===== src/rtl/image_stats_pkg.sv =====
// constants and types shared by the image statistics and pixel grabber block
package image_stats_pkg;

    ////////////////////////////////////////////////////////////////////////////
    // array geometry
    localparam int ARRAY_ROWS  = 19;
    localparam int ARRAY_COLS  = 19;
    localparam int PIXEL_BITS  = 7;
    localparam int INDEX_BITS  = 9;
    localparam int COORD_BITS  = 5;
    localparam int SUM_WIDTH   = 17;
    localparam int SUM_LSB     = 8;
    localparam int VALID_BIT   = 7;

    localparam logic [INDEX_BITS-1:0] PIXEL_COUNT = 9'h169;
    localparam logic [INDEX_BITS-1:0] FIRST_INDEX = 9'h000;
    localparam logic [INDEX_BITS-1:0] TOP_LEFT_INDEX = 9'h156;

    ////////////////////////////////////////////////////////////////////////////
    // register offsets
    localparam logic [7:0] ADDR_PEAK_PIXEL_LEVEL    = 8'h0A;
    localparam logic [7:0] ADDR_PIXEL_SUM_UPPER     = 8'h0B;
    localparam logic [7:0] ADDR_LOWEST_PIXEL_LEVEL  = 8'h0C;
    localparam logic [7:0] ADDR_SINGLE_PIXEL_CAPTURE = 8'h0D;

    ////////////////////////////////////////////////////////////////////////////
    // reset values
    localparam logic [7:0] RESET_VALUE  = 8'h00;
    localparam logic [7:0] UNMAPPED_VAL = 8'h00;
    localparam logic [PIXEL_BITS-1:0] PIXEL_ZERO = 7'h00;
    localparam logic [PIXEL_BITS-1:0] PIXEL_FULL = 7'h7F;
    localparam logic [SUM_WIDTH-1:0]  SUM_ZERO   = 17'h00000;

    ////////////////////////////////////////////////////////////////////////////
    // grabber states
    typedef enum logic [1:0] {
        GRAB_WAIT_FRAME,
        GRAB_ARMED,
        GRAB_HOLDING
    } grab_state_e;

endpackage : image_stats_pkg


===== src/rtl/frame_stats_accum.sv =====
// running peak, lowest and sum of the pixels of one image
`timescale 1ns/1ps
module frame_stats_accum
    import image_stats_pkg::*;
#(
    parameter int PIX_W = PIXEL_BITS,
    parameter int SUM_W = SUM_WIDTH
) (
    input  wire logic             clk_sys,
    input  wire logic             rst_n,
    input  wire logic             frameStart,
    input  wire logic             frameEnd,
    input  wire logic             pixValid,
    input  wire logic [PIX_W-1:0] pixLevel,
    output logic      [PIX_W-1:0] runPeak,
    output logic      [PIX_W-1:0] runLow,
    output logic      [SUM_W-1:0] runSum,
    output logic                  statsDone
);

    logic [PIX_W-1:0] peak_q;
    logic [PIX_W-1:0] low_q;
    logic [SUM_W-1:0] sum_q;
    logic             done_q;

    ////////////////////////////////////////////////////////////////////////////
    // extremes, restarted at each image
    always_ff @(posedge clk_sys or negedge rst_n) begin
        if (!rst_n) begin
            peak_q <= {PIX_W{1'b0}};
            low_q  <= {PIX_W{1'b1}};
        end else if (frameStart) begin
            peak_q <= {PIX_W{1'b0}};
            low_q  <= {PIX_W{1'b1}};
        end else if (pixValid) begin
            if (pixLevel > peak_q) begin
                peak_q <= pixLevel;
            end
            if (pixLevel < low_q) begin
                low_q <= pixLevel;
            end
        end
    end

    ////////////////////////////////////////////////////////////////////////////
    // unsigned sum of all pixels
    always_ff @(posedge clk_sys or negedge rst_n) begin
        if (!rst_n) begin
            sum_q <= {SUM_W{1'b0}};
        end else if (frameStart) begin
            sum_q <= {SUM_W{1'b0}};
        end else if (pixValid) begin
            sum_q <= sum_q + {{(SUM_W-PIX_W){1'b0}}, pixLevel};
        end
    end

    always_ff @(posedge clk_sys or negedge rst_n) begin
        if (!rst_n) begin
            done_q <= 1'b0;
        end else begin
            done_q <= frameEnd;
        end
    end

    assign runPeak   = peak_q;
    assign runLow    = low_q;
    assign runSum    = sum_q;
    assign statsDone = done_q;

endmodule : frame_stats_accum


===== src/rtl/image_stats_pixel_grabber.sv =====
// frame statistics registers and single pixel grabber
//
// Contract
// - after each image the peak register holds that image's largest pixel, bit 7 reading zero.
// - all pixels of an image are summed into an unsigned 17-bit accumulator shown through a read-only register.
// - the sum register shows only bits 15 down to 8 of the sum, so the average is that value divided by 1.41.
// - after each image the lowest register holds that image's smallest pixel, bit 7 reading zero.
// - an armed grabber captures exactly one pixel per frame, the one picked by its index counter.
// - reading the grabber while it holds a pixel returns bit 7 set with the pixel, bumps the index and re-arms.
// - any write to the grabber resets the index and arms it to capture pixel zero from the next image.
// - indices run down each 19-pixel column, columns right to left, top row 342 at left and 0 at right.
// - the grabber reads zero after reset and is read/write; peak, lowest and sum are read-only, resetting to zero.
`timescale 1ns/1ps
module image_stats_pixel_grabber
    import image_stats_pkg::*;
#(
    parameter int ROWS = ARRAY_ROWS,
    parameter int COLS = ARRAY_COLS
) (
    input  wire logic                  clk_sys,
    input  wire logic                  rst_n,
    // register port
    input  wire logic [7:0]            regAddr,
    input  wire logic [7:0]            regWrData,
    input  wire logic                  regWrEn,
    input  wire logic                  regRdEn,
    output logic      [7:0]            regRdData,
    // pixel stream from image acquisition
    input  wire logic                  frameStart,
    input  wire logic                  frameEnd,
    input  wire logic                  pixValid,
    input  wire logic [COORD_BITS-1:0] pixRow,
    input  wire logic [COORD_BITS-1:0] pixCol,
    input  wire logic [7:0]            pixData,
    // grabber status
    output logic      [INDEX_BITS-1:0] grabIndex,
    output logic                       grabHolding,
    output logic                       imageUploaded
);

    ////////////////////////////////////////////////////////////////////////////
    // coordinate decoding

    // column 0 is the left edge, row 0 the top
    function automatic logic [INDEX_BITS-1:0] pixel_index(
        input logic [COORD_BITS-1:0] row,
        input logic [COORD_BITS-1:0] col
    );
        logic [INDEX_BITS-1:0] colFromRight;
        logic [INDEX_BITS-1:0] product;
        colFromRight = INDEX_BITS'(COLS - 1) - {{(INDEX_BITS-COORD_BITS){1'b0}}, col};
        product      = INDEX_BITS'(colFromRight * INDEX_BITS'(ROWS));
        pixel_index  = product + {{(INDEX_BITS-COORD_BITS){1'b0}}, row};
    endfunction : pixel_index

    function automatic logic coord_inside(
        input logic [COORD_BITS-1:0] row,
        input logic [COORD_BITS-1:0] col
    );
        coord_inside = (row < COORD_BITS'(ROWS)) && (col < COORD_BITS'(COLS));
    endfunction : coord_inside

    function automatic logic addr_is(
        input logic [7:0] addr,
        input logic [7:0] target
    );
        addr_is = (addr == target);
    endfunction : addr_is

    ////////////////////////////////////////////////////////////////////////////
    // grabber and register field decoding

    function automatic logic is_holding(
        input grab_state_e state
    );
        is_holding = (state == GRAB_HOLDING);
    endfunction : is_holding

    // bit 7 of the level registers always reads zero
    function automatic logic [7:0] level_word(
        input logic [PIXEL_BITS-1:0] level
    );
        level_word = {1'b0, level};
    endfunction : level_word

    // index wraps after the last pixel of the array
    function automatic logic [INDEX_BITS-1:0] next_index(
        input logic [INDEX_BITS-1:0] index
    );
        if (index == PIXEL_COUNT - 9'h001) begin
            next_index = FIRST_INDEX;
        end else begin
            next_index = index + 9'h001;
        end
    endfunction : next_index

    ////////////////////////////////////////////////////////////////////////////
    // declarations

    logic [PIXEL_BITS-1:0] pixLevel;
    logic                  pixInside;
    logic [INDEX_BITS-1:0] pixIndex;
    logic                  pixUsable;

    logic [PIXEL_BITS-1:0] runPeak;
    logic [PIXEL_BITS-1:0] runLow;
    logic [SUM_WIDTH-1:0]  runSum;
    logic                  statsDone;

    logic [PIXEL_BITS-1:0] peak_q;
    logic [PIXEL_BITS-1:0] low_q;
    logic [7:0]            sumUpper_q;

    grab_state_e           state_q;
    grab_state_e           state_d;
    logic [INDEX_BITS-1:0] index_q;
    logic [INDEX_BITS-1:0] index_d;
    logic [PIXEL_BITS-1:0] held_q;
    logic [INDEX_BITS-1:0] uploads_q;
    logic                  frameOpen_q;
    logic                  holding_q;
    logic                  uploaded_q;

    logic                  grabWrite;
    logic                  grabRead;
    logic                  capture;
    logic                  deliver;

    logic [7:0]            rdData_q;
    logic [7:0]            rdData_d;

    ////////////////////////////////////////////////////////////////////////////
    // pixel stream qualification

    // only the low seven bits carry level, bit 7 is never stored
    assign pixLevel  = pixData[PIXEL_BITS-1:0];
    assign pixInside = coord_inside(pixRow, pixCol);
    assign pixIndex  = pixel_index(pixRow, pixCol);

    // pixels outside an open frame or outside the array are dropped
    assign pixUsable = pixValid && pixInside && frameOpen_q;

    always_ff @(posedge clk_sys or negedge rst_n) begin
        if (!rst_n) begin
            frameOpen_q <= 1'b0;
        end else if (frameStart) begin
            frameOpen_q <= 1'b1;
        end else if (frameEnd) begin
            frameOpen_q <= 1'b0;
        end
    end

    ////////////////////////////////////////////////////////////////////////////
    // image statistics

    frame_stats_accum #(
        .PIX_W (PIXEL_BITS),
        .SUM_W (SUM_WIDTH)
    ) i_frame_stats_accum (
        .clk_sys    (clk_sys),
        .rst_n      (rst_n),
        .frameStart (frameStart),
        .frameEnd   (frameEnd),
        .pixValid   (pixUsable),
        .pixLevel   (pixLevel),
        .runPeak    (runPeak),
        .runLow     (runLow),
        .runSum     (runSum),
        .statsDone  (statsDone)
    );

    // published once the image has ended, held until the next one ends
    always_ff @(posedge clk_sys or negedge rst_n) begin
        if (!rst_n) begin
            peak_q <= PIXEL_ZERO;
        end else if (statsDone) begin
            peak_q <= runPeak;
        end
    end

    always_ff @(posedge clk_sys or negedge rst_n) begin
        if (!rst_n) begin
            low_q <= PIXEL_ZERO;
        end else if (statsDone) begin
            low_q <= runLow;
        end
    end

    always_ff @(posedge clk_sys or negedge rst_n) begin
        if (!rst_n) begin
            sumUpper_q <= RESET_VALUE;
        end else if (statsDone) begin
            sumUpper_q <= runSum[SUM_LSB+7:SUM_LSB];
        end
    end

    ////////////////////////////////////////////////////////////////////////////
    // grabber control

    assign grabWrite = regWrEn && addr_is(regAddr, ADDR_SINGLE_PIXEL_CAPTURE);
    assign grabRead  = regRdEn && addr_is(regAddr, ADDR_SINGLE_PIXEL_CAPTURE);

    // one pixel per frame: arming waits for a fresh frame start
    assign capture = (state_q == GRAB_ARMED) && pixUsable && (pixIndex == index_q);
    assign deliver = grabRead && is_holding(state_q);

    always_comb begin
        state_d = state_q;
        index_d = index_q;
        if (grabWrite) begin
            // written value is ignored, a write also beats a capture
            state_d = GRAB_WAIT_FRAME;
            index_d = FIRST_INDEX;
        end else begin
            case (state_q)
                GRAB_WAIT_FRAME: begin
                    if (frameStart) begin
                        state_d = GRAB_ARMED;
                    end
                end
                GRAB_ARMED: begin
                    if (capture) begin
                        state_d = GRAB_HOLDING;
                    end
                end
                GRAB_HOLDING: begin
                    if (deliver) begin
                        state_d = GRAB_WAIT_FRAME;
                        index_d = next_index(index_q);
                    end
                end
                default: begin
                    state_d = GRAB_WAIT_FRAME;
                end
            endcase
        end
    end

    // a read without a held pixel changes neither state nor index
    always_ff @(posedge clk_sys or negedge rst_n) begin
        if (!rst_n) begin
            state_q <= GRAB_WAIT_FRAME;
        end else begin
            state_q <= state_d;
        end
    end

    always_ff @(posedge clk_sys or negedge rst_n) begin
        if (!rst_n) begin
            index_q <= FIRST_INDEX;
        end else begin
            index_q <= index_d;
        end
    end

    always_ff @(posedge clk_sys or negedge rst_n) begin
        if (!rst_n) begin
            held_q <= PIXEL_ZERO;
        end else if (capture && !grabWrite) begin
            held_q <= pixLevel;
        end
    end

    ////////////////////////////////////////////////////////////////////////////
    // upload progress

    // counts valid deliveries since the last write, full image at 361
    always_ff @(posedge clk_sys or negedge rst_n) begin
        if (!rst_n) begin
            uploads_q <= FIRST_INDEX;
        end else if (grabWrite) begin
            uploads_q <= FIRST_INDEX;
        end else if (deliver && (uploads_q != PIXEL_COUNT)) begin
            uploads_q <= uploads_q + 9'h001;
        end
    end

    // status outputs straight from flip-flops
    always_ff @(posedge clk_sys or negedge rst_n) begin
        if (!rst_n) begin
            holding_q <= 1'b0;
        end else begin
            holding_q <= is_holding(state_d);
        end
    end

    always_ff @(posedge clk_sys or negedge rst_n) begin
        if (!rst_n) begin
            uploaded_q <= 1'b0;
        end else if (grabWrite) begin
            uploaded_q <= 1'b0;
        end else if (deliver && (uploads_q == PIXEL_COUNT - 9'h001)) begin
            uploaded_q <= 1'b1;
        end
    end

    ////////////////////////////////////////////////////////////////////////////
    // register read path

    always_comb begin
        rdData_d = UNMAPPED_VAL;
        case (regAddr)
            ADDR_PEAK_PIXEL_LEVEL: begin
                rdData_d = level_word(peak_q);
            end
            ADDR_PIXEL_SUM_UPPER: begin
                rdData_d = sumUpper_q;
            end
            ADDR_LOWEST_PIXEL_LEVEL: begin
                rdData_d = level_word(low_q);
            end
            ADDR_SINGLE_PIXEL_CAPTURE: begin
                if (is_holding(state_q)) begin
                    rdData_d = {1'b1, held_q};
                end else begin
                    rdData_d = RESET_VALUE;
                end
            end
            default: begin
                rdData_d = UNMAPPED_VAL;
            end
        endcase
    end

    // data stand only in the cycle after the read strobe
    always_ff @(posedge clk_sys or negedge rst_n) begin
        if (!rst_n) begin
            rdData_q <= RESET_VALUE;
        end else if (regRdEn) begin
            rdData_q <= rdData_d;
        end else begin
            rdData_q <= RESET_VALUE;
        end
    end

    ////////////////////////////////////////////////////////////////////////////
    // outputs

    assign regRdData     = rdData_q;
    assign grabIndex     = index_q;
    assign grabHolding   = holding_q;
    assign imageUploaded = uploaded_q;

endmodule : image_stats_pixel_grabber


===== config.mk =====
export PLATFORM = sky130hd
export DESIGN_NAME = image_stats_pixel_grabber
export DESIGN_NICKNAME = d
export VERILOG_FILES = /design/src/rtl/image_stats_pkg.sv /design/src/rtl/frame_stats_accum.sv /design/src/rtl/image_stats_pixel_grabber.sv
export SDC_FILE = /design/constraint.sdc
export NUM_CORES = 1
export LEC_CHECK = 0
export BUFFER_PORTS_ARGS = -buffer_cell sky130_fd_sc_hd__buf_4
export CAP_MARGIN = 40
export CORE_MARGIN = 2
export CORE_UTILIZATION = 30
export CTS_CLUSTER_DIAMETER = 80
export CTS_CLUSTER_SIZE = 20
export DETAILED_ROUTE_END_ITERATION = 7
export GPL_TIMING_DRIVEN = 0
export PLACE_DENSITY_LB_ADDON = 0.08
export SLEW_MARGIN = 20
export SYNTH_ARGS = -nofsm -noshare
export SYNTH_HDL_FRONTEND = slang
export SYNTH_SLANG_ARGS = --single-unit

===== constraint.sdc =====
create_clock -name clk_sys -period 2.25 [get_ports clk_sys]
set_clock_uncertainty 0.2 [all_clocks]
set_input_delay 0.45 -clock clk_sys [delete_from_list [all_inputs] [get_ports clk_sys]]
set_output_delay 0.45 -clock clk_sys [all_outputs]
set_load 0.02 [all_outputs]

Yosys cells after proc, flatten, opt, wreduce, memory -nomap -nowiden
Index checks and enable logic that the tools add are counted.

Add/sub/neg operators: 5. Multiplexer cells: 26. Multipliers: 1. Equality and inequality tests: 11. Reduce and logical (&&, ||, !) cells: 24. Magnitude comparators: 4.

Operators with widths (number): 9-bit 2-to-1 mux (6); 7-bit 2-to-1 mux (6); 17-bit 2-to-1 mux (2); 8-bit by 4-bit == test with 1-bit output, second input constant (4); 8-bit one-hot mux with 4 select lines (1); 9-bit by 1-bit adder with 9-bit output, second input constant (2); 9-bit == test, second input constant (2); 17-bit by 7-bit adder with 17-bit output (1); 8-bit 2-to-1 mux (2); 2-bit nonzero test (8); 1-bit logical AND (11); 5-bit less-than comparator, second input constant (2); 9-bit by 5-bit adder with 9-bit output (1); 9-bit == test (1); 6-bit by 6-bit multiplier with 9-bit output, second input constant (1); 9-bit inequality test, second input constant (1); 2-bit 2-to-1 mux (4); 7-bit greater-than comparator (1); 7-bit less-than comparator (1); 2-bit one-hot mux with 3 select lines (1); 2-bit AND reduction (3); 5-bit by 5-bit subtractor with 6-bit output, first input constant (1); 2-bit == test, second input constant (2); 1-bit 2-to-1 mux (4); other kinds (3) (3).

Flip-flop bits (word level): 92. Output and inout bits: 19.

Longest topological paths before layout
Depth after elaboration: 10. Depth in mapped cells: 16.

Cells and area by module
From an unflattened synthesis, not the netlist that was laid out.

Cells, all modules: 531. Area total of the unflattened synthesis: 5552.8 um^2.

Modules (own cells, without submodules): image_stats_pixel_grabber (cells an instance 326, area each 3540.9 um^2, times used 1); frame_stats_accum (cells an instance 205, area each 2011.9 um^2, times used 1).

Worst setup path after synthesis
No wires, ideal clock.

Path kind: input to register. Start point: input pixCol[0]. End point: register held_q[0]. Arrival: 4.135 ns. Data required time: 1.925 ns. Cell stages on the path: 16. Slack: -2.209 ns. Library setup time: 0.125 ns. Cells stage by stage: ha_1 > nor3_1 > xor2_1 > ha_1 > ha_1 > inv_1 > fa_1 > inv_1 > ha_1 > ha_1 > o21ai_0 > nand2b_1 > a31oi_1 > xnor2_1 > nor4_4 > mux2_2.

Cells in the longest elaborated chain, start to end: 7.

Ends and longest elaborated chain: from (decl) (RTL line image_stats_pixel_grabber.sv:33) `input wire logic [COORD_BITS-1:0] pixCol,`; parallel branches: the longest is 5 deep, another holds 6-bit by 6-bit multiplier with 9-bit output; 1-bit logical AND (*) (RTL line image_stats_pixel_grabber.sv:204) `assign capture = (state_q == GRAB_ARMED) && pixUsable && (pixIndex == index_q);`; 1-bit logical AND (*) (RTL line image_stats_pixel_grabber.sv:259) `end else if (capture && !grabWrite) begin`; to (signal assigned) (RTL line image_stats_pixel_grabber.sv:260) `held_q <= pixLevel;`; to (decl) (RTL line image_stats_pixel_grabber.sv:118) `logic [PIXEL_BITS-1:0] held_q;`.

Mark *: on every way between the ends. A chain may end at the register's enable or synchronous reset.

Final worst setup path
Start point: input pixCol[0]. End point: register held_q[4].

Same word-level chain as after synthesis.

==> results.ini <==
[setup_path]
path_class=in -> reg
cp.arrival_ps=4130
path_buf_inv=2
crit_start=pixCol[0]
path_delay_family=adder cells
slowest_delay_ps=480
critical_path.slowest_cell=fa_1
crit_top_cell=ha_4
worstSetupStartpointType=input port
critPathRequiredTime_ps=2290
crit_path_end_kind=flop
crit_chain=buf_12 -> ha_4 -> nor3_4 -> xor2_2 -> ha_1 -> ha_4 -> ha_4 -> fa_1 -> ha_4 -> xor2_2 -> nor3_1 -> a211oi_2 -> o2111ai_2 -> nor4_4 -> buf_12 -> mux2_4
crit_fanout=7
rr_startpoint=frameOpen_q

[logic_synthesis]
seq_area_frac_synth_pct=41.7
synth_cell_types=50
synth_top_area_share_pct=38.4
ys.flop_type=dfrtp_1
yosysMostFrequentCell=dfrtp_1
syn_area_um2=5480
synth-edff-count=0
ys.warnings.count=0
syn_area_per_cell_um2=10.3
netlist_instances=532
synth-seq-cells=91
yosysTopAreaCell=dfrtp_1
netlist_top_cells_area=dfrtp_1, ha_1, mux2_2
ys_top_cells_by_count=dfrtp_1, nor2_1, ha_1
synth-async-reset-ratio_pct=100
syn_nets=629

[routing]
drtAntennaViolNets=0
viasPerCell=4.94
firstDrtPassIters=5
drt-total-wl_um=13800
num_vias=4187
drc_errors=0
avgRoutedWirePerCell_um=16.2
drt_iter0_markers=177

[place]
gp_congestion=0.793
dp_hpwl_um=10100
post-place-ws_ps=-2710
placed_cell_area_um2=6380
port_buffers=49
dp.cells=812

[pwr]
power_density_nw_per_um2=686
leakagePower_nw=3.31
power.total_mw=4.91
peakVddDrop_v=0.000351

[clock_tree]
cts_buffers=9
cts_root_buffer=clkbuf_16
cts_sinks=91
insertion_delay_ps=350
cts_tree=yes
htreeDepth=3
cts_buffer_depth=2
cts.clk_slew.worst_paths_ps=70

[global_route]
grt_max_degree=64
grt_pass1_wl_um=22500
antenna_found_initial=0
met3_usage_pct=3.21
met2_usage_pct=22.2
track_usage_pct=14.6
grt.overflow.total=0
grt_pass1_vias=4208
grt_util_met1_pct=20.6
busiest_layer=met2

[timing]
rsz0062_at_grt=true
period_share_pct=182
post-route-min-period_ps=4100
setup_violations=13
fmax_mhz=244
drv_slew=0
relSlewSlack_pct=58.1
hold_ws_ps=216
tns_ps=-18120
final-hold-violation-count=0
setup_ws_ps=-1850
worst_slew_pin_slew_ps=629

[min_path]
hp-class=in -> reg
min-delay-start=pixData[0]

[finish]
drive_gt1_share_pct=29.3
design_area_um2=7170
final_core_util_pct=39.9
area_growth_pct=30.9
antenna_cells=0
final_cells=847
fin_nets=710

[floorplanning]
start_util_pct=30.5
die_x_um=139
ios=60
core_um2=18000
die-area_um2=19400
dieHeight_um=139
rows=49

[outcome]
status=finished, violations left
violations=negative setup slack

[flow_run]
maxCapViolations=0

==> worst reg2reg max path, cell delays in order (launching register included) <==
cell	delay [ps]
dfrtp_1	360
nand2_1	100
a221o_1	430
nor4_1	380
o2111ai_2	210
nor4_4	300
buf_12	170
mux2_4	300
==> cells in the final DEF, fill, tap and decap left out, types with 4 or more instances in the layout <==
| master | n |
|---|---|
| a21o_1 | 13 |
| a21oi_1 | 22 |
| a21oi_2 | 4 |
| a222oi_1 | 7 |
| and3_1 | 5 |
| buf_4 | 60 |
| clkbuf_1 | 6 |
| clkbuf_16 | 9 |
| dfrtp_1 | 84 |
| dfstp_2 | 7 |
| fa_1 | 5 |
| ha_1 | 38 |
| ha_4 | 12 |
| inv_1 | 37 |
| mux2_2 | 22 |
| mux2_4 | 9 |
| mux2i_1 | 17 |
| nand2_1 | 28 |
| nand3_1 | 9 |
| nand4_1 | 10 |
| nor2_1 | 54 |
| nor2b_1 | 6 |
| nor3_1 | 4 |
| o21ai_0 | 18 |
| xnor2_1 | 15 |
| xor2_1 | 16 |
==> final timing paths <==
path | endpoint | cells after the start | slack, ps
worst min-delay path | held_q[0] | 2 | 220
max in group asynchronous | i_frame_stats_accum.runLow[3] | 3 | 850
worst max register to register | held_q[4] | 7 | -310
worst min register to register | frameOpen_q | 1 | 300
min in group asynchronous | grabIndex[6] | 2 | 340
worst max-delay path | held_q[4] | 16 | -1850
==> power by group <==
part | internal (mW) | switching (mW) | total [mW]
clock | 1.12 | 0.676 | 1.79
combinational | 0.663 | 0.724 | 1.39
sequential | 1.69 | 0.0433 | 1.73
==> kinds of logic (layout without fill, tap and decap cells) <==
family | count (synthesis) | count (layout) | share of synthesized area [%]
flip-flops | 91 | 91 | 41.7
multiplexers | 48 | 48 | 9.48
AND/OR/NAND/NOR | 159 | 159 | 14.7
AO/OA/AOI/OAI | 93 | 93 | 11.5
adder cells (fa/ha/maj) | 56 | 56 | 13.6
XOR/XNOR | 34 | 34 | 5.44
buffers and inverters | 51 | 137 | 3.49
==> routing by layer <==
layer	vias up	wire length [µm]
li1	2046	-
met1	2069	6900
met2	64	6210
met3	8	449
met4	0	197
met5	-	0
==> repair_timing <==
item                       in CTS  in global routing
buffers inserted               12                  6
hold endpoints to repair       29                  0
hold buffers                    2                  0
setup endpoints to repair      52                 60
pin swaps                      21                 16
resized for setup              27                 29
==> registers in the layout, summed over array words and instances (netlist names), 7 cells and up <==
register,flops
regRdData,8
i_frame_stats_accum.runPeak,7
sumUpper_q,8
peak_q,7
grabIndex,9
i_frame_stats_accum.runSum,16
low_q,7
i_frame_stats_accum.runLow,7
held_q,7
uploads_q,9
==> cell type report <==
type	instances	area, µm²
Multi-Input combinational cell	390	3440
Timing Repair Buffer	71	612
Buffer	11	45.0
Inverter	39	146
Sequential cell	91	2290
Fill cell	1759	10800
Clock buffer	10	239
Clock inverter	6	111
Tap cell	229	287
No activity file was read; power rests on OpenSTA's default activity.
